File: config.mk
export PLATFORM = sky130hd
export DESIGN_NAME = mis_sender
export DESIGN_NICKNAME = d
export VERILOG_FILES = /design/src/shared/mis_pkg.sv /design/src/logic/mis_sender.sv /design/src/logic/mis_fifo.sv
export SDC_FILE = /design/constraint.sdc
export NUM_CORES = 1
export LEC_CHECK = 0
export BUFFER_PORTS_ARGS = -buffer_cell sky130_fd_sc_hd__buf_2
export CAP_MARGIN = 20
export CORE_MARGIN = 1.5
export CORE_UTILIZATION = 50
export DETAILED_ROUTE_END_ITERATION = 16
export PLACE_DENSITY = 0.78
export SYNTH_ARGS = -nofsm -noshare
export SYNTH_HDL_FRONTEND = slang
export SYNTH_SLANG_ARGS = --single-unit
File: constraint.sdc
create_clock -name clk -period 6.59 [get_ports clk]
set_input_delay 0 -clock clk [delete_from_list [all_inputs] [get_ports clk]]
set_output_delay 0 -clock clk [all_outputs]
set_load 0.01 [all_outputs]
File: src/shared/mis_pkg.sv
// Constants and types for the modem init serial sender.
// Assumes a 100 MHz system clock and 16-bit data register words.
package mis_pkg;
  localparam int unsigned CLK_HZ       = 100_000_000;
  localparam int unsigned BAUD_BPS     = 9600;
  // Cycles per bit, rounded down to the nearest whole cycle.
  localparam int unsigned BIT_CYCLES   = CLK_HZ / BAUD_BPS;
  localparam int unsigned BIT_CNT_W    = 14;
  localparam int unsigned WORD_W       = 16;
  localparam int unsigned ADDR_W       = 6;
  localparam int unsigned STR_LEN      = 60;
  localparam logic [7:0]  CHAR_CR      = 8'h0d;
  localparam logic [7:0]  CHAR_LF      = 8'h0a;
  localparam logic [15:0] ERR_NONE     = 16'h0000;
  // Modem initialization failure, 6307 decimal.
  localparam logic [15:0] ERR_MODEM_INIT = 16'h18a3;
  localparam int unsigned FIFO_DEPTH   = 8;
  // Stretch of the receive indicator after the line was last seen low.
  localparam int unsigned RX_FLASH_CYCLES = 2 * BIT_CYCLES;
  // Bit slots between start and stop; user mode puts parity in the last.
  localparam logic [3:0]  FRAME_SLOTS  = 4'h8;

  typedef enum logic [1:0] {
    MIS_INIT_OFF  = 2'h0,
    MIS_INIT_USER = 2'h1,
    MIS_INIT_PEER1 = 2'h2,
    MIS_INIT_PEER2 = 2'h3
  } mis_init_mode_t;

  typedef enum logic [2:0] {
    MIS_IDLE  = 3'b000,
    MIS_FETCH = 3'b001,
    MIS_WAIT  = 3'b011,
    MIS_PUSH  = 3'b010,
    MIS_DRAIN = 3'b110,
    MIS_DONE  = 3'b111,
    MIS_FAIL  = 3'b101
  } mis_state_t;

  typedef enum logic [1:0] {
    MIS_TX_IDLE  = 2'b00,
    MIS_TX_START = 2'b01,
    MIS_TX_DATA  = 2'b11,
    MIS_TX_STOP  = 2'b10
  } mis_tx_state_t;
endpackage

File: src/logic/mis_sender.sv
// Modem init serial sender: sends the stored command string once after
// reset. Assumes the string store answers a read one cycle after the
// address (registered read) and that mode strap is stable at release.
`timescale 1ns/10ps
module mis_sender #(
  parameter int unsigned LEN     = mis_pkg::STR_LEN,
  parameter int unsigned DEPTH   = mis_pkg::FIFO_DEPTH,
  parameter int unsigned BIT_LEN = mis_pkg::BIT_CYCLES
) (
  // Clock and reset
  input  wire logic                         clk,
  input  wire logic                         arst_n,
  // Configuration straps
  input  wire mis_pkg::mis_init_mode_t      initMode,
  input  wire logic                         otherProtocol,
  // Command string store
  output logic       [mis_pkg::ADDR_W-1:0]  strAddr,
  input  wire logic  [mis_pkg::WORD_W-1:0]  strData,
  input  wire logic                         strSet,
  // Serial link
  output logic                              txLine,
  input  wire logic                         rxLine,
  // Indicators and status
  output logic                              transmit_activity_indicator,
  output logic                              receiveActivity,
  output logic                              maintenanceEnable,
  output logic                              comm_error_flag,
  output logic       [15:0]                 comm_error_code_reg,
  output logic                              initDone
);
  import mis_pkg::*;

  // Receive stretch scales with the bit time chosen for this instance.
  localparam int unsigned HOLD_LEN = (RX_FLASH_CYCLES / BIT_CYCLES) * BIT_LEN;

  mis_state_t       state_q;
  mis_tx_state_t    txState_q;
  mis_init_mode_t   mode_q;
  logic             caught_q;
  logic             other_q;
  logic [ADDR_W-1:0] addr_q;
  logic [7:0]       lastChar_q;
  logic [7:0]       prevChar_q;
  logic [BIT_CNT_W-1:0] bitCnt_q;
  logic [3:0]       bitIdx_q;
  logic [8:0]       shift_q;
  logic             txLine_q;
  logic             txBusy;
  logic             fifoInValid;
  logic             fifoInReady;
  logic             fifoOutValid;
  logic             fifoOutReady;
  logic [7:0]       fifoOutData;
  logic             bitEnd;
  logic             rxSeen_q;
  logic [BIT_CNT_W:0] rxHold_q;
  logic             rxLine_q;

  function automatic logic uses_string(input mis_init_mode_t m);
    return (m != MIS_INIT_OFF);
  endfunction

  // Settings are caught once; later strap changes are ignored until reset.
  always_ff @(posedge clk or negedge arst_n) begin
    if (!arst_n) begin
      caught_q <= 1'b0;
      mode_q   <= MIS_INIT_OFF;
      other_q  <= 1'b0;
    end else if (!caught_q) begin
      caught_q <= 1'b1;
      mode_q   <= initMode;
      other_q  <= otherProtocol;
    end
  end

  assign maintenanceEnable = caught_q && !other_q;

  // Fetch sequencer
  always_ff @(posedge clk or negedge arst_n) begin
    if (!arst_n) begin
      state_q    <= MIS_IDLE;
      addr_q     <= '0;
      lastChar_q <= 8'h00;
      prevChar_q <= 8'h00;
    end else begin
      unique case (state_q)
        MIS_IDLE: begin
          if (caught_q && !other_q && uses_string(mode_q)) begin
            state_q <= MIS_FETCH;
            addr_q  <= '0;
          end
        end
        MIS_FETCH: state_q <= MIS_WAIT;
        MIS_WAIT: begin
          if (!strSet) begin
            state_q <= MIS_DRAIN;
          end else begin
            state_q <= MIS_PUSH;
          end
        end
        MIS_PUSH: begin
          if (fifoInReady) begin
            prevChar_q <= lastChar_q;
            lastChar_q <= strData[7:0];
            if (addr_q == ADDR_W'(LEN-1)) begin
              state_q <= MIS_DRAIN;
            end else begin
              addr_q  <= addr_q + 1'b1;
              state_q <= MIS_FETCH;
            end
          end
        end
        MIS_DRAIN: begin
          if (!fifoOutValid && !txBusy) begin
            state_q <= (prevChar_q == CHAR_CR && lastChar_q == CHAR_LF)
                       ? MIS_DONE : MIS_FAIL;
          end
        end
        MIS_DONE: state_q <= MIS_DONE;
        MIS_FAIL: state_q <= MIS_FAIL;
        default:  state_q <= MIS_IDLE;
      endcase
    end
  end

  assign strAddr     = addr_q;
  assign fifoInValid = (state_q == MIS_PUSH);
  assign initDone    = (state_q == MIS_DONE);

  always_ff @(posedge clk or negedge arst_n) begin
    if (!arst_n) begin
      comm_error_flag     <= 1'b0;
      comm_error_code_reg <= ERR_NONE;
    end else if (state_q == MIS_DRAIN && !fifoOutValid && !txBusy &&
                 !(prevChar_q == CHAR_CR && lastChar_q == CHAR_LF)) begin
      comm_error_flag     <= 1'b1;
      comm_error_code_reg <= ERR_MODEM_INIT;
    end
  end

  mis_fifo #(
    .WIDTH (8),
    .DEPTH (DEPTH)
  ) u_fifo (
    .clk      (clk),
    .arst_n   (arst_n),
    .inValid  (fifoInValid),
    .inReady  (fifoInReady),
    .inData   (strData[7:0]),
    .outValid (fifoOutValid),
    .outReady (fifoOutReady),
    .outData  (fifoOutData)
  );

  // Frame shape follows the caught mode.
  assign bitEnd       = (bitCnt_q == BIT_CNT_W'(BIT_LEN-1));
  assign txBusy       = (txState_q != MIS_TX_IDLE);
  assign fifoOutReady = !txBusy;

  always_ff @(posedge clk or negedge arst_n) begin
    if (!arst_n) begin
      txState_q <= MIS_TX_IDLE;
      bitCnt_q  <= '0;
      bitIdx_q  <= '0;
      shift_q   <= '0;
      txLine_q  <= 1'b1;
    end else begin
      bitCnt_q <= (txBusy && !bitEnd) ? bitCnt_q + 1'b1 : '0;
      unique case (txState_q)
        MIS_TX_IDLE: begin
          txLine_q <= 1'b1;
          if (fifoOutValid) begin
            // User mode: 7 data bits then even parity in the eighth slot.
            shift_q <= (mode_q == MIS_INIT_USER)
                       ? {1'b1, ^fifoOutData[6:0], fifoOutData[6:0]}
                       : {1'b1, fifoOutData};
            txState_q <= MIS_TX_START;
            txLine_q  <= 1'b0;
          end
        end
        MIS_TX_START: begin
          if (bitEnd) begin
            txState_q <= MIS_TX_DATA;
            bitIdx_q  <= '0;
            txLine_q  <= shift_q[0];
            shift_q   <= {1'b1, shift_q[8:1]};
          end
        end
        MIS_TX_DATA: begin
          if (bitEnd) begin
            if (bitIdx_q == FRAME_SLOTS - 4'h1) begin
              txState_q <= MIS_TX_STOP;
              txLine_q  <= 1'b1;
            end else begin
              bitIdx_q <= bitIdx_q + 1'b1;
              txLine_q <= shift_q[0];
              shift_q  <= {1'b1, shift_q[8:1]};
            end
          end
        end
        MIS_TX_STOP: begin
          if (bitEnd) begin
            txState_q <= MIS_TX_IDLE;
          end
        end
      endcase
    end
  end

  assign txLine                      = txLine_q;
  assign transmit_activity_indicator = txBusy;

  // Receive indicator stretches each low pulse, in string modes with maintenance enabled, so short bits stay visible.
  always_ff @(posedge clk or negedge arst_n) begin
    if (!arst_n) begin
      rxLine_q <= 1'b1;
      rxHold_q <= '0;
      rxSeen_q <= 1'b0;
    end else begin
      rxLine_q <= rxLine;
      if (!rxLine_q && maintenanceEnable && uses_string(mode_q)) begin
        rxHold_q <= (BIT_CNT_W+1)'(HOLD_LEN);
      end else if (rxHold_q != '0) begin
        rxHold_q <= rxHold_q - 1'b1;
      end
      rxSeen_q <= (rxHold_q != '0);
    end
  end

  assign receiveActivity = rxSeen_q;
endmodule

File: src/logic/mis_fifo.sv
// Small synchronous FIFO with valid/ready on both sides.
// Assumes one clock; read data come straight from the storage flops.
`timescale 1ns/10ps
module mis_fifo #(
  parameter int unsigned WIDTH = 8,
  parameter int unsigned DEPTH = 8
) (
  // Clock and reset
  input  wire logic             clk,
  input  wire logic             arst_n,
  // Fill side
  input  wire logic             inValid,
  output logic                  inReady,
  input  wire logic [WIDTH-1:0] inData,
  // Drain side
  output logic                  outValid,
  input  wire logic             outReady,
  output logic      [WIDTH-1:0] outData
);
  localparam int unsigned PW = $clog2(DEPTH);
  logic [WIDTH-1:0] mem_q [DEPTH];
  logic [PW-1:0]    wrPtr_q;
  logic [PW-1:0]    rdPtr_q;
  logic [PW:0]      count_q;
  logic             push;
  logic             pop;

  assign inReady  = (count_q != (PW+1)'(DEPTH));
  assign outValid = (count_q != '0);
  assign push     = inValid && inReady;
  assign pop      = outValid && outReady;
  assign outData  = mem_q[rdPtr_q];

  always_ff @(posedge clk) begin
    if (push) begin
      mem_q[wrPtr_q] <= inData;
    end
  end

  always_ff @(posedge clk or negedge arst_n) begin
    if (!arst_n) begin
      wrPtr_q <= '0;
      rdPtr_q <= '0;
      count_q <= '0;
    end else begin
      if (push) begin
        wrPtr_q <= (wrPtr_q == PW'(DEPTH-1)) ? '0 : wrPtr_q + 1'b1;
      end
      if (pop) begin
        rdPtr_q <= (rdPtr_q == PW'(DEPTH-1)) ? '0 : rdPtr_q + 1'b1;
      end
      count_q <= count_q + (PW+1)'(push) - (PW+1)'(pop);
    end
  end
endmodule

## Word level (Yosys, flattened, before mapping)

Memories as Yosys holds them, arrays and structs flattened.
Index checks and enable logic that the tools add are counted.

| cells by class | value |
|---|---|
| reduce and logical (&&, ||, !) cells | 36 |
| equal/unequal tests | 28 |
| add/subtract/negate cells | 8 |
| multiplexer cells | 39 |

Operators with widths:

| cell | number |
|---|---|
| $mux W9 | 4 |
| $mux W15 | 2 |
| $pmux W9 S3 | 1 |
| $mux W3 | 7 |
| $pmux W3 S7 | 1 |
| $ne A2 B2 Y1 const B | 10 |
| $mux W6 | 3 |
| $eq A8 B4 Y1 const B | 2 |
| $eq A3 B3 Y1 const B | 5 |
| $reduce_bool A15 Y1 | 1 |
| $sub A15 B1 Y15 const B | 1 |
| $add A14 B1 Y14 const B | 1 |
| $eq A14 B14 Y1 const B | 1 |
| $mux W14 | 1 |
| $logic_and A1 B1 Y1 | 12 |
| $mux W2 | 6 |
| $mux W4 | 3 |
| $pmux W6 S2 | 1 |
| $reduce_and A5 Y1 | 2 |
| $reduce_bool A2 Y1 | 5 |
| $mux W8 | 1 |
| $pmux W2 S4 | 1 |
| $pmux W4 S2 | 1 |
| $reduce_and A4 Y1 | 2 |
| other kinds (22) | 37 |

| word-level totals | value |
|---|---|
| register bits after elaboration | 88 |
| RAM bits | 64 |
| output and inout bits | 28 |
| memories kept | 1 |

Memory list:

| memory | depth | width | rd ports | clocked after Yosys merged registers in | write ports | RTL line | text |
|---|---|---|---|---|---|---|---|
| u_fifo.mem_q | 8 | 8 | 1 | 0 | 1 | mis_fifo.sv:21 | `logic [WIDTH-1:0] mem_q [DEPTH];` |

## Depth between registers and ports, before layout

Gate-level depths: netlist (run 1).

| logic depth | value |
|---|---|
| depth in word-level cells | 5 |
| gate-level depth with buffers | 11 |
| depth with buffers taken out | 11 |

## Cells and area by module

Synthesis (run 1) repeated with hierarchy kept, for this count alone.

| unflattened totals | value |
|---|---|
| cell total of the unflattened synthesis | 527 |
| area total of the unflattened synthesis | 6980.4 µm² |

Modules (own cells, without submodules):

| module | instances | area an instance (µm²) | cells an instance |
|---|---|---|---|
| mis_sender | 1 | 3888.7 | 378 |
| mis_fifo | 1 | 3091.7 | 149 |

## Least setup slack after synthesis (run 1)

Ideal clock, no wire load.

| timing | value |
|---|---|
| path kind | reg2reg |
| from | reg u_fifo.count_q[2] |
| to | mem u_fifo.mem_q[0][0], enable pin |
| clock period less this slack | 2631 ps |
| arrival | 2236 ps |
| path buffers | 2 |
| setup slack | 3959 ps |
| library setup time | 395 ps |
| stages on the path, launching flop included | 8 |
| cell sequence | dfrtp_1 > inv_1 > ha_1 > nor3b_1 > or3_1 > clkbuf_1 > clkbuf_1 > nor4_1 |

| on the way | value |
|---|---|
| word-level cells in the longest chain between the ends | 4 |

RTL lines:

| item | RTL line | text |
|---|---|---|
| from (decl) | mis_fifo.sv:24 | `logic [PW:0] count_q;` |
| from (signal assigned) | mis_fifo.sv:52 | `count_q <= count_q + (PW+1)'(push) - (PW+1)'(pop);` |
| $ne A4 B4 Y1 | mis_fifo.sv:28 | `assign inReady = (count_q != (PW+1)'(DEPTH));` |
| $logic_and A1 B1 Y1 | mis_fifo.sv:30 | `assign push = inValid && inReady;` |
| $mux W1 | mis_fifo.sv:35 | `if (push) begin` |
| $mux W1 (implied by the code) | mis_fifo.sv:36 | `mem_q[wrPtr_q] <= inData;` |
| to (decl) | mis_fifo.sv:21 |  |

Every way passes these cells.

## Final worst setup path (run 1)

| timing | value |
|---|---|
| from | reg u_fifo.count_q[2] |
| to | reg u_fifo.count_q[1] |

| on the way | value |
|---|---|
| word-level cells in the longest chain between the ends | 4 |
| elaborated cells on any way between the ends | 6 |
| classes of those cells | 2 x add/sub; 1 x eq/ne; 3 x reduce/logical |

RTL lines:

| item | RTL line |
|---|---|
| $ne A4 B4 Y1 | mis_fifo.sv:28 |
| $logic_and A1 B1 Y1 | mis_fifo.sv:30 |
| $add A4 B1 Y4 | mis_fifo.sv:52 |
| $sub A4 B1 Y4 * | mis_fifo.sv:52 |

Every way passes the cells marked *; elsewhere a longest branch is shown, timed or not.
A chain may end at the register's enable or synchronous reset.

==> impl_metrics.json, run 1 <==
{
  "critPathMaxFanout": 26,
  "clkSinkCount": 151,
  "tns_ns": 0,
  "drive_above_1_share_pct": 15.7,
  "skew_ns": 0.00793,
  "first_global_vias": 4214,
  "synth_top_family_by_area": "simple AND/OR/NAND/NOR gates",
  "insertion_delay_ns": 0.43,
  "yosysMostFrequentCell": "nand2_1",
  "fp.dieW_um": 120,
  "drt_iter0_drc": 284,
  "synth_compound_area_share_pct": 6.25,
  "utilization_pct": 58.7,
  "synth_ff_type": "dfrtp_1",
  "cpMostUsedCell": "inv_1",
  "core_um2": 13200,
  "grt_setup_unrepaired": "false",
  "reg2regPathDepth": 9,
  "synth_top_area_share_pct": 31.3,
  "die-area_um2": 14300,
  "maxSlewHeadroom_pct": 38.9,
  "row_count": 42,
  "synth_mux_area_share_pct": 7.15,
  "reg2reg_to": "u_fifo.count_q[1]",
  "cts-htree-levels": 4,
  "ys_ff_latch": 151,
  "fill_cells": 1026,
  "grt_antenna_before_repair": 0,
  "clockRootBuffer": "clkbuf_16",
  "period_share_pct": 53.9,
  "syn_area_per_cell_um2": 11.9,
  "synth_area_leader_cell": "dfrtp_1",
  "maxSlewViolCount": 0,
  "synth-simple-area-share_pct": 15.4,
  "n_antenna_cell": 0,
  "finalCriticalPeriod_ns": 3.55,
  "min_path_type": "primary input to asynchronous set/reset pin",
  "whs_ns": 0.0646,
  "path_class": "flip-flop to flip-flop",
  "dr.pass1.iters": 5,
  "gp_congestion": 0.774,
  "postLayoutCellArea_um2": 7780,
  "synthXorXnorAreaFrac_pct": 3.74,
  "peakVddDrop_v": 0.000224,
  "final-hold-violation-count": 0,
  "drc": 0,
  "via_count": 4378,
  "status": "finished clean",
  "dp_hpwl_mm": 7.86,
  "crit_chain": "inv_1 -> ha_1 -> nor3b_1 -> or3_1 -> clkinv_1 -> ha_1 -> inv_1 -> fa_1 -> inv_1",
  "cts.path.max_buffers": 2,
  "cp_slowest_cell": "or3_1",
  "reg2reg_setup_slack_ns": 3.04,
  "synthesis.area_um2": 6790,
  "initial_core_util_pct": 51.2,
  "crit_family": "simple AND/OR/NAND/NOR gates",
  "fp.dieH_um": 120,
  "wl_mm": 12.5,
  "postPlaceCellArea_um2": 7060,
  "io_pins": 51,
  "cp.required_ns": 6.96,
  "numCtsBuffers": 17,
  "routedWlPerCell_um": 15.5,
  "max_freq_mhz": 281,
  "startpoint": "u_fifo.count_q[2]",
  "synth_edf_count": 64,
  "ys_async_sr_fraction_pct": 57.6,
  "finalSetupViolCount": 0,
  "area_growth_pct": 14.6,
  "synth_cells": 568,
  "synth_cell_types": 56,
  "synthTopCellsByCount": "nand2_1 (94), dfrtp_1 (85), edfxtp_1 (64), nor2_1 (47), o21ai_0 (30)",
  "endpoint_kind": "flip-flop",
  "yosys-top-cells-area": "dfrtp_1 (31%), edfxtp_1 (28%), mux4_2 (5.3%), nand2_1 (5.2%), nor2_1 (2.6%)",
  "cap_violations": 0,
  "grt_max_degree": 88,
  "worstMarginPinSlew_ns": 0.916,
  "reg2reg_from": "u_fifo.count_q[2]",
  "power_density_nw_per_um2": 382,
  "ant_nets": 0,
  "synth-adder-area-share_pct": 2.88,
  "ys_seq_area_share_pct": 60.4,
  "yosys_warnings": 0,
  "cp_num_buf_inv": 4,
  "grtUsageTotal_pct": 19.0,
  "overflow": 0,
  "cts_tree": "built",
  "leakagePower_nw": 3.24,
  "fin_nets": 654,
  "worst-endpoint-arrival_ns": 3.92,
  "clk_pin_slew_ns": 0.06,
  "grt_pass1_wl_mm": 20.9,
  "via_per_inst": 5.44,
  "portBuffers": 32,
  "critPathLaunchType": "flip-flop",
  "max_stage_delay_ns": 0.74
}
[cell usage in the layout (no fill, tap or decap), drive strengths merged, types with 5 or more instances in the layout]
cell type | netlist | routed
a21o | 5 | 5
a21oi | 13 | 13
and3 | 5 | 5
buf | 20 | 40
clkbuf | 14 | 18
clkinv | 1 | 6
conb | 2 | 11
dfrtp | 85 | 85
dlygate4sd3 | 0 | 14
edfxtp | 64 | 64
ha | 14 | 14
inv | 20 | 26
mux2i | 8 | 8
mux4 | 16 | 16
nand2 | 94 | 94
nand2b | 5 | 5
nand3 | 12 | 12
nand4 | 5 | 5
nor2 | 47 | 47
nor3 | 12 | 12
nor4 | 6 | 6
nor4b | 5 | 5
o21ai | 32 | 32
or3 | 6 | 6
xnor2 | 16 | 16
xor2 | 13 | 13
[worst reg2reg max path: stages (launching register included)]
cell and delay [ns]:
dfrtp_1 0.36, inv_1 0.11, ha_1 0.16, nor3b_1 0.42
or3_1 0.74, clkinv_1 0.72, ha_1 0.44, inv_1 0.08
fa_1 0.41, inv_1 0.06
[worst max-delay path by stage]
stage	endpoint	slack (ns)	cells after the start
floorplan	u_fifo.mem_q[0][0]	3.96	7
CTS	u_fifo.count_q[1]	3.03	9
global route	u_fifo.count_q[1]	2.68	9
finish	u_fifo.count_q[1]	3.04	9
detailed placement	u_fifo.count_q[1]	3.04	9
global placement	u_fifo.count_q[1]	3.28	9
[flip-flops by register name, summed over array words and instances (netlist names), 2 cells and up]
register,count
bitIdx_q,4
mode_q,2
shift_q,9
u_fifo.wrPtr_q,3
rxHold_q,15
bitCnt_q,14
state_q,3
u_fifo.rdPtr_q,3
strAddr,6
lastChar_q,8
txState_q,2
prevChar_q,8
u_fifo.count_q,4
u_fifo.mem_q,64
[power breakdown]
group | internal, mW | total [mW] | switching (mW) | leakage [nW]
clock network | 0.490 | 0.894 | 0.404 | 0.258
logic | 0.342 | 0.692 | 0.350 | 1.33
registers | 1.18 | 1.38 | 0.207 | 1.66
[cell families after synthesis]
group / after synthesis
compound gates: 69
xor+xnor: 29
fa+ha+maj: 15
buf+inv: 55
flops: 151
mux: 28
other cells: 2
simple gates: 219
[cell type report]
class	count	area [um^2]	area share [%]
Tap cell	176	220	2.83
Timing Repair Buffer	54	383	4.92
Clock inverter	14	116	1.50
Sequential cell	151	4100	52.7
Inverter	21	78.8	1.01
Clock buffer	18	429	5.52
Multi-Input combinational cell	371	2450	31.5
[per-stage QoR]
stage	total power, mW	setup slack (ns)	cells
detailed placement	2.08	3.04	758
CTS	2.99	3.03	804
global route	3.15	2.68	805
global placement	2.03	3.28	758
finish	2.97	3.04	805
floorplan	1.90	3.96	577
[timing repair]
action | in CTS | in global routing
buffers inserted | 0 | 0
endpoints found under the hold margin | 162 | 0
gates resized for setup | 0 | 0
hold buffers | 14 | 0
[per-layer routing]
metal | wire length, um | vias up | global-route usage, % | share of wire, %
met2 | 6130 | 108 | 29.6 | 49
met4 | 233 | 0 | 8.56 | 1.9
met3 | 564 | 18 | 5.13 | 4.5
met5 | 0 | - | 0 | 0
li1 | - | 2086 | - | -
met1 | 5580 | 2166 | 25.1 | 45
No activity file was read; power rests on OpenSTA's default activity.
==> inputs of run 2 (changes only) <==
Clock period 6.59 ns to 3.7 ns, I/O delays scaled along.
==> run 2 against run 1 <==
Effect of this change:
- sequential cell count is the same
- final cell count grew 0.62%
- largest power group unchanged
- critical path type unchanged
- hold slack gained 0.17 ns
- via count grew 1.1%
==> impl_metrics.json, run 2 (synthesized netlist as in run 1, its figures left out) <==
{
  "reg2regPathDepth": 9,
  "use_met1_pct": 24.9,
  "max_freq_mhz": 366,
  "clk_pin_slew_ns": 0.06,
  "numCtsBuffers": 17,
  "io_pins": 51,
  "gp_congestion": 0.762,
  "power_density_nw_per_um2": 699,
  "top_register": "u_fifo.mem_q",
  "grtUsageMet2_pct": 32.0,
  "hold_start": "rxLine",
  "leakagePower_nw": 3.30,
  "cts_tree": "built",
  "cap_violations": 0,
  "via_count": 4424,
  "grt_max_degree": 88,
  "postCtsSetupBuffers": 0,
  "reg2reg_to": "rxHold_q[13]",
  "whs_ns": 0.235,
  "finalCriticalPeriod_ns": 2.73,
  "final-hold-violation-count": 0,
  "switching_share_pct": 31.0,
  "worst-endpoint-arrival_ns": 3.01,
  "grt_antenna_before_repair": 0,
  "clockPowerShare_pct": 31.8,
  "grt_setup_unrepaired": "false",
  "reg2reg_from": "rxHold_q[0]",
  "via_per_inst": 5.46,
  "layout_common_cells": "nand2_1 (94), dfrtp_1 (85), edfxtp_1 (64), nor2_1 (47), buf_2 (31)",
  "p_seq_share_pct": 44.8,
  "critPathLaunchType": "flip-flop",
  "cell_internal_pwr_mw": 3.80,
  "tns_ns": 0,
  "area_growth_pct": 16.1,
  "maxSlewViolCount": 0,
  "largest_reg_flops": 64,
  "n_antenna_cell": 0,
  "core_um2": 13200,
  "cts.path.max_buffers": 2,
  "cp.required_ns": 3.97,
  "dp_hpwl_mm": 8.36,
  "layout_commonest_cell": "nand2_1",
  "clkSinkCount": 151,
  "die-area_um2": 14300,
  "met3_usage_pct": 4.94,
  "grt_pass1_wl_mm": 21.6,
  "path_class": "flip-flop to flip-flop",
  "p_comb_share_pct": 23.4,
  "ant_nets": 0,
  "critPathMaxFanout": 8,
  "reg2reg_setup_slack_ns": 0.97,
  "period_share_pct": 73.8,
  "skew_ns": 0.00613,
  "portBuffers": 32,
  "drive_above_1_share_pct": 16.1,
  "row_count": 42,
  "first_global_vias": 4444,
  "wl_mm": 12.9,
  "worstMarginPinSlew_ns": 0.989,
  "fill_cells": 1025,
  "drc": 0,
  "endpoint_kind": "flip-flop",
  "peakVddDrop_v": 0.000451,
  "routedWlPerCell_um": 16.0,
  "reg.largest.list": "u_fifo.mem_q: 64 flops, rxHold_q: 15 flops, bitCnt_q: 14 flops",
  "cts-htree-levels": 4,
  "grtUsageTotal_pct": 19.7,
  "finalSetupViolCount": 0,
  "fp.dieW_um": 120,
  "busiest_layer": "met2",
  "min_path_cells": 2,
  "dr.pass1.iters": 4,
  "initial_core_util_pct": 51.2,
  "overflow": 0,
  "drt_iter0_drc": 315,
  "worstHoldEndpoint": "rxLine_q",
  "status": "finished clean",
  "min_path_type": "primary input to flip-flop",
  "fin_nets": 659,
  "clockRootBuffer": "clkbuf_16",
  "insertion_delay_ns": 0.42,
  "fp.dieH_um": 120,
  "power_switching_mw": 1.70,
  "maxSlewHeadroom_pct": 34.1
}
-- run 2: worst max-delay path, stage by stage (launching register included) --
cell and delay [ns]:
dfrtp_1 0.42, inv_1 0.11, ha_1 0.21, or3b_1 0.43
or4_4 0.55, nor3_4 0.38, inv_2 0.09, and4b_1 0.20
xnor2_1 0.13, nor2_1 0.05
-- run 2: metrics by stage --
stage          worst slack (ns)  power [mW]  util (%)  std cells  instance area, um^2
6_report                  0.968        5.50      59.5        810                 7880
5_1_grt                   0.809        5.83      59.5        810                 7880
4_1_cts                   0.982        5.53      59.2        808                 7840
3_5_place_dp               1.02        3.75      53.6        762                 7090
3_3_place_gp               1.10        3.64      53.6        762                 7090
2_1_floorplan              1.07        3.39         -        577                 6820
-- run 2: what timing repair did --
| item | CTS | global route |
|---|---|---|
| resized for setup | 0 | 0 |
| hold endpoints to repair | 162 | 12 |
| hold buffers | 14 | 1 |
-- run 2: area by class of cell --
| type | instances | area, um^2 | area share [%] |
|---|---|---|---|
| Multi-Input combinational cell | 371 | 2450 | 31.1 |
| Inverter | 21 | 78.8 | 1.00 |
| Sequential cell | 151 | 4100 | 52.1 |
| Tap cell | 176 | 220 | 2.80 |
| Clock inverter | 13 | 173 | 2.19 |
| Timing Repair Buffer | 59 | 423 | 5.37 |
| Clock buffer | 19 | 433 | 5.50 |
-- run 2: metal layers --
metal,wire [um],up-vias
li1,-,2093
met1,5640,2203
met2,6490,103
met3,443,25
met4,351,0
met5,0,-
-- run 2: worst max path at each step --
stage          slack, ns              start  depth (start not counted)                  to
6_report            0.97        rxHold_q[0]                          9        rxHold_q[13]
5_1_grt             0.81  u_fifo.count_q[2]                          7          shift_q[6]
4_1_cts             0.98        rxHold_q[0]                          9        rxHold_q[13]
3_5_place_dp        1.02        rxHold_q[0]                          9        rxHold_q[13]
3_3_place_gp        1.10        rxHold_q[0]                          9        rxHold_q[13]
2_1_floorplan       1.07  u_fifo.count_q[2]                          7  u_fifo.mem_q[0][0]
-- run 2: power groups by stage --
stage	logic (mW)	clock network [mW]	registers, mW
6_report	1.29	1.75	2.46
5_1_grt	1.45	1.85	2.53
4_1_cts	1.29	1.78	2.46
3_5_place_dp	1.26	0	2.48
3_3_place_gp	1.18	0	2.46
2_1_floorplan	1.06	0	2.33
==> inputs of run 3 (changes only) <==
Settings changed: ABC_AREA from default to 1.
Clock period 3.7 ns to 2.7 ns, I/O delays scaled along.
==> run 3 against run 2 <==
Effect of this change:
- via count up 24%
- first-iteration DRC count increased by 52%
- synthesized cell count increased by 45%
- power increased by 48%
- hold slack worse by 0.085 ns
- worst setup slack worse by 0.43 ns
- routed wire length grew 9.8%
- cell area up 6.9%
- critical endpoint is now u_fifo.count_q[2]
- highest routed layer unchanged
==> impl_metrics.json, run 3 <==
{
  "reg.largest.list": "u_fifo.mem_q: 64 flops, rxHold_q: 15 flops, bitCnt_q: 14 flops",
  "min_path_type": "primary input to asynchronous set/reset pin",
  "clockRootBuffer": "clkbuf_16",
  "maxSlewViolCount": 0,
  "startpoint": "state_q[1]",
  "maxSlewHeadroom_pct": 55.8,
  "tns_ns": 0,
  "fp.dieH_um": 125,
  "endpoint_kind": "flip-flop",
  "ys_ff_latch": 151,
  "drive_above_1_share_pct": 13.7,
  "leakagePower_nw": 3.99,
  "grt_setup_unrepaired": "false",
  "first_global_vias": 5046,
  "synthTopCellsByCount": "nand2_1 (191), inv_1 (134), dfrtp_1 (85), nor2_1 (78), edfxtp_1 (64)",
  "cts.path.max_buffers": 2,
  "synth_cells": 825,
  "ys_seq_area_share_pct": 55.3,
  "finalCriticalPeriod_ns": 2.16,
  "synth_ff_type": "dfrtp_1",
  "grtUsageTotal_pct": 19.5,
  "wl_met1_mm": 6.45,
  "route.met2.wl_mm": 6.85,
  "insertion_delay_ns": 0.43,
  "synth_edf_count": 64,
  "worstMarginPinSlew_ns": 0.663,
  "portBuffers": 32,
  "area_growth_pct": 13.4,
  "status": "finished clean",
  "top_register": "u_fifo.mem_q",
  "routedWlPerCell_um": 13.2,
  "via_per_inst": 5.07,
  "via_count": 5470,
  "power_density_nw_per_um2": 966,
  "max_freq_mhz": 463,
  "reg2reg_setup_slack_ns": 0.54,
  "clk_pin_slew_ns": 0.06,
  "period_share_pct": 80.1,
  "synth_area_leader_cell": "dfrtp_1",
  "synthesis.area_um2": 7420,
  "fin_cells": 1079,
  "fp.dieW_um": 125,
  "place_ws_ns": 0.560,
  "ant_nets": 0,
  "initial_core_util_pct": 51.1,
  "cts_tree": "built",
  "n_antenna_cell": 0,
  "die-area_um2": 15600,
  "maxUsedRoutingLayer": "met4",
  "worst_slack_ns": 0.538,
  "gp_congestion": 0.830,
  "fin_nets": 920,
  "layout_common_cells": "nand2_1 (191), inv_1 (134), dfrtp_1 (85), nor2_1 (78), edfxtp_1 (64)",
  "finalSetupViolCount": 0,
  "cp.required_ns": 3.01,
  "syn_area_per_cell_um2": 9.00,
  "critPathLaunchType": "flip-flop",
  "yosys-top-cells-area": "dfrtp_1 (29%), edfxtp_1 (26%), nand2_1 (9.7%), inv_1 (6.8%), nor2_1 (3.9%)",
  "peakVddDrop_v": 0.000736,
  "final-hold-violation-count": 0,
  "critPathMaxFanout": 19,
  "yosysMostFrequentCell": "nand2_1",
  "drt_iter0_drc": 479,
  "dr.pass1.iters": 5,
  "dr_wl_met3_um": 693,
  "dp.cells": 1033,
  "wl_mm": 14.2,
  "grt_max_degree": 53,
  "skew_ns": 0.0217,
  "synth_top_area_share_pct": 28.7,
  "path_class": "flip-flop to flip-flop",
  "cts_resized": 0,
  "row_count": 44,
  "grt_pass1_wl_mm": 24.1,
  "overflow": 0,
  "clkSinkCount": 151,
  "synth_cell_types": 50,
  "worst-endpoint-arrival_ns": 2.48,
  "numCtsBuffers": 17,
  "grt_antenna_before_repair": 0,
  "largest_reg_flops": 64,
  "dp_hpwl_mm": 9.36,
  "yosys_warnings": 0,
  "cap_violations": 0,
  "core_um2": 14500,
  "reg2reg_from": "state_q[1]",
  "io_pins": 51,
  "layout_commonest_cell": "nand2_1",
  "ys_async_sr_fraction_pct": 57.6,
  "whs_ns": 0.150,
  "drc": 0,
  "cts-htree-levels": 4
}
run 3: repair_timing:
item / 4_1_cts / 5_1_grt
buffers inserted: 0 / 0
hold endpoints to repair: 126 / 0
hold buffers: 14 / 0
run 3: where the power goes:
part           internal (mW)  switching, mW
Sequential              2.91          0.304
Clock                   1.28          0.991
Combinational          0.923           1.72
run 3: worst max-delay path, stage by stage (launching register included):
cell	delay [ns]
dfrtp_1	0.41
inv_1	0.05
nor2_1	0.18
nand2_1	0.12
inv_1	0.12
nand2_2	0.21
inv_1	0.21
ha_1	0.18
inv_1	0.05
fa_1	0.37
xnor2_1	0.13
run 3: final cells by class:
class	count	area, um^2
fillers	1212	6120
flip-flops and latches	151	4100
multi-input cells	507	2550
inverters	141	534
repair buffers	64	438
clock buffers	17	425
well taps	184	230
clock inverters	15	141
run 3: cell families (layout without fill, tap and decap cells):
family | after synthesis | in the layout | synth area share [%]
and+or+nand+nor | 379 | 379 | 23.1
buffers and inverters | 176 | 237 | 10.9
DFF | 151 | 151 | 55.3
AOI/OAI and AO/OA | 97 | 97 | 7.42
adders and majority gates | 15 | 15 | 2.63
xor gates and xnor gates | 4 | 4 | 0.472
other | 2 | 11 | 0.101
muxes | 1 | 1 | 0.152
run 3: worst paths after layout:
kind                                endpoint  cells after the start
hold / removal                   bitCnt_q[2]                      2
min in group clk                    rxLine_q                      2
setup / recovery           u_fifo.count_q[2]                     10
max in group asynchronous           rxLine_q                      3
hold reg to reg                   shift_q[8]                      2
setup reg to reg           u_fifo.count_q[2]                     10
run 3: layer usage:
metal / global-route usage [%] / vias to the layer above
li1: - / 2741
met1: 25.9 / 2545
met2: 32.4 / 163
met3: 4.38 / 21
met4: 5.82 / 0
met5: 0 / -
run 3: stage by stage:
step	util (%)	instance area [um^2]	total power, mW
after detailed placement	53.1	7710	5.84
final	57.9	8420	8.13
after CTS	57.9	8420	8.17
after global routing	57.9	8420	8.71
after global placement	53.1	7710	5.74
after floorplan	-	7460	5.30
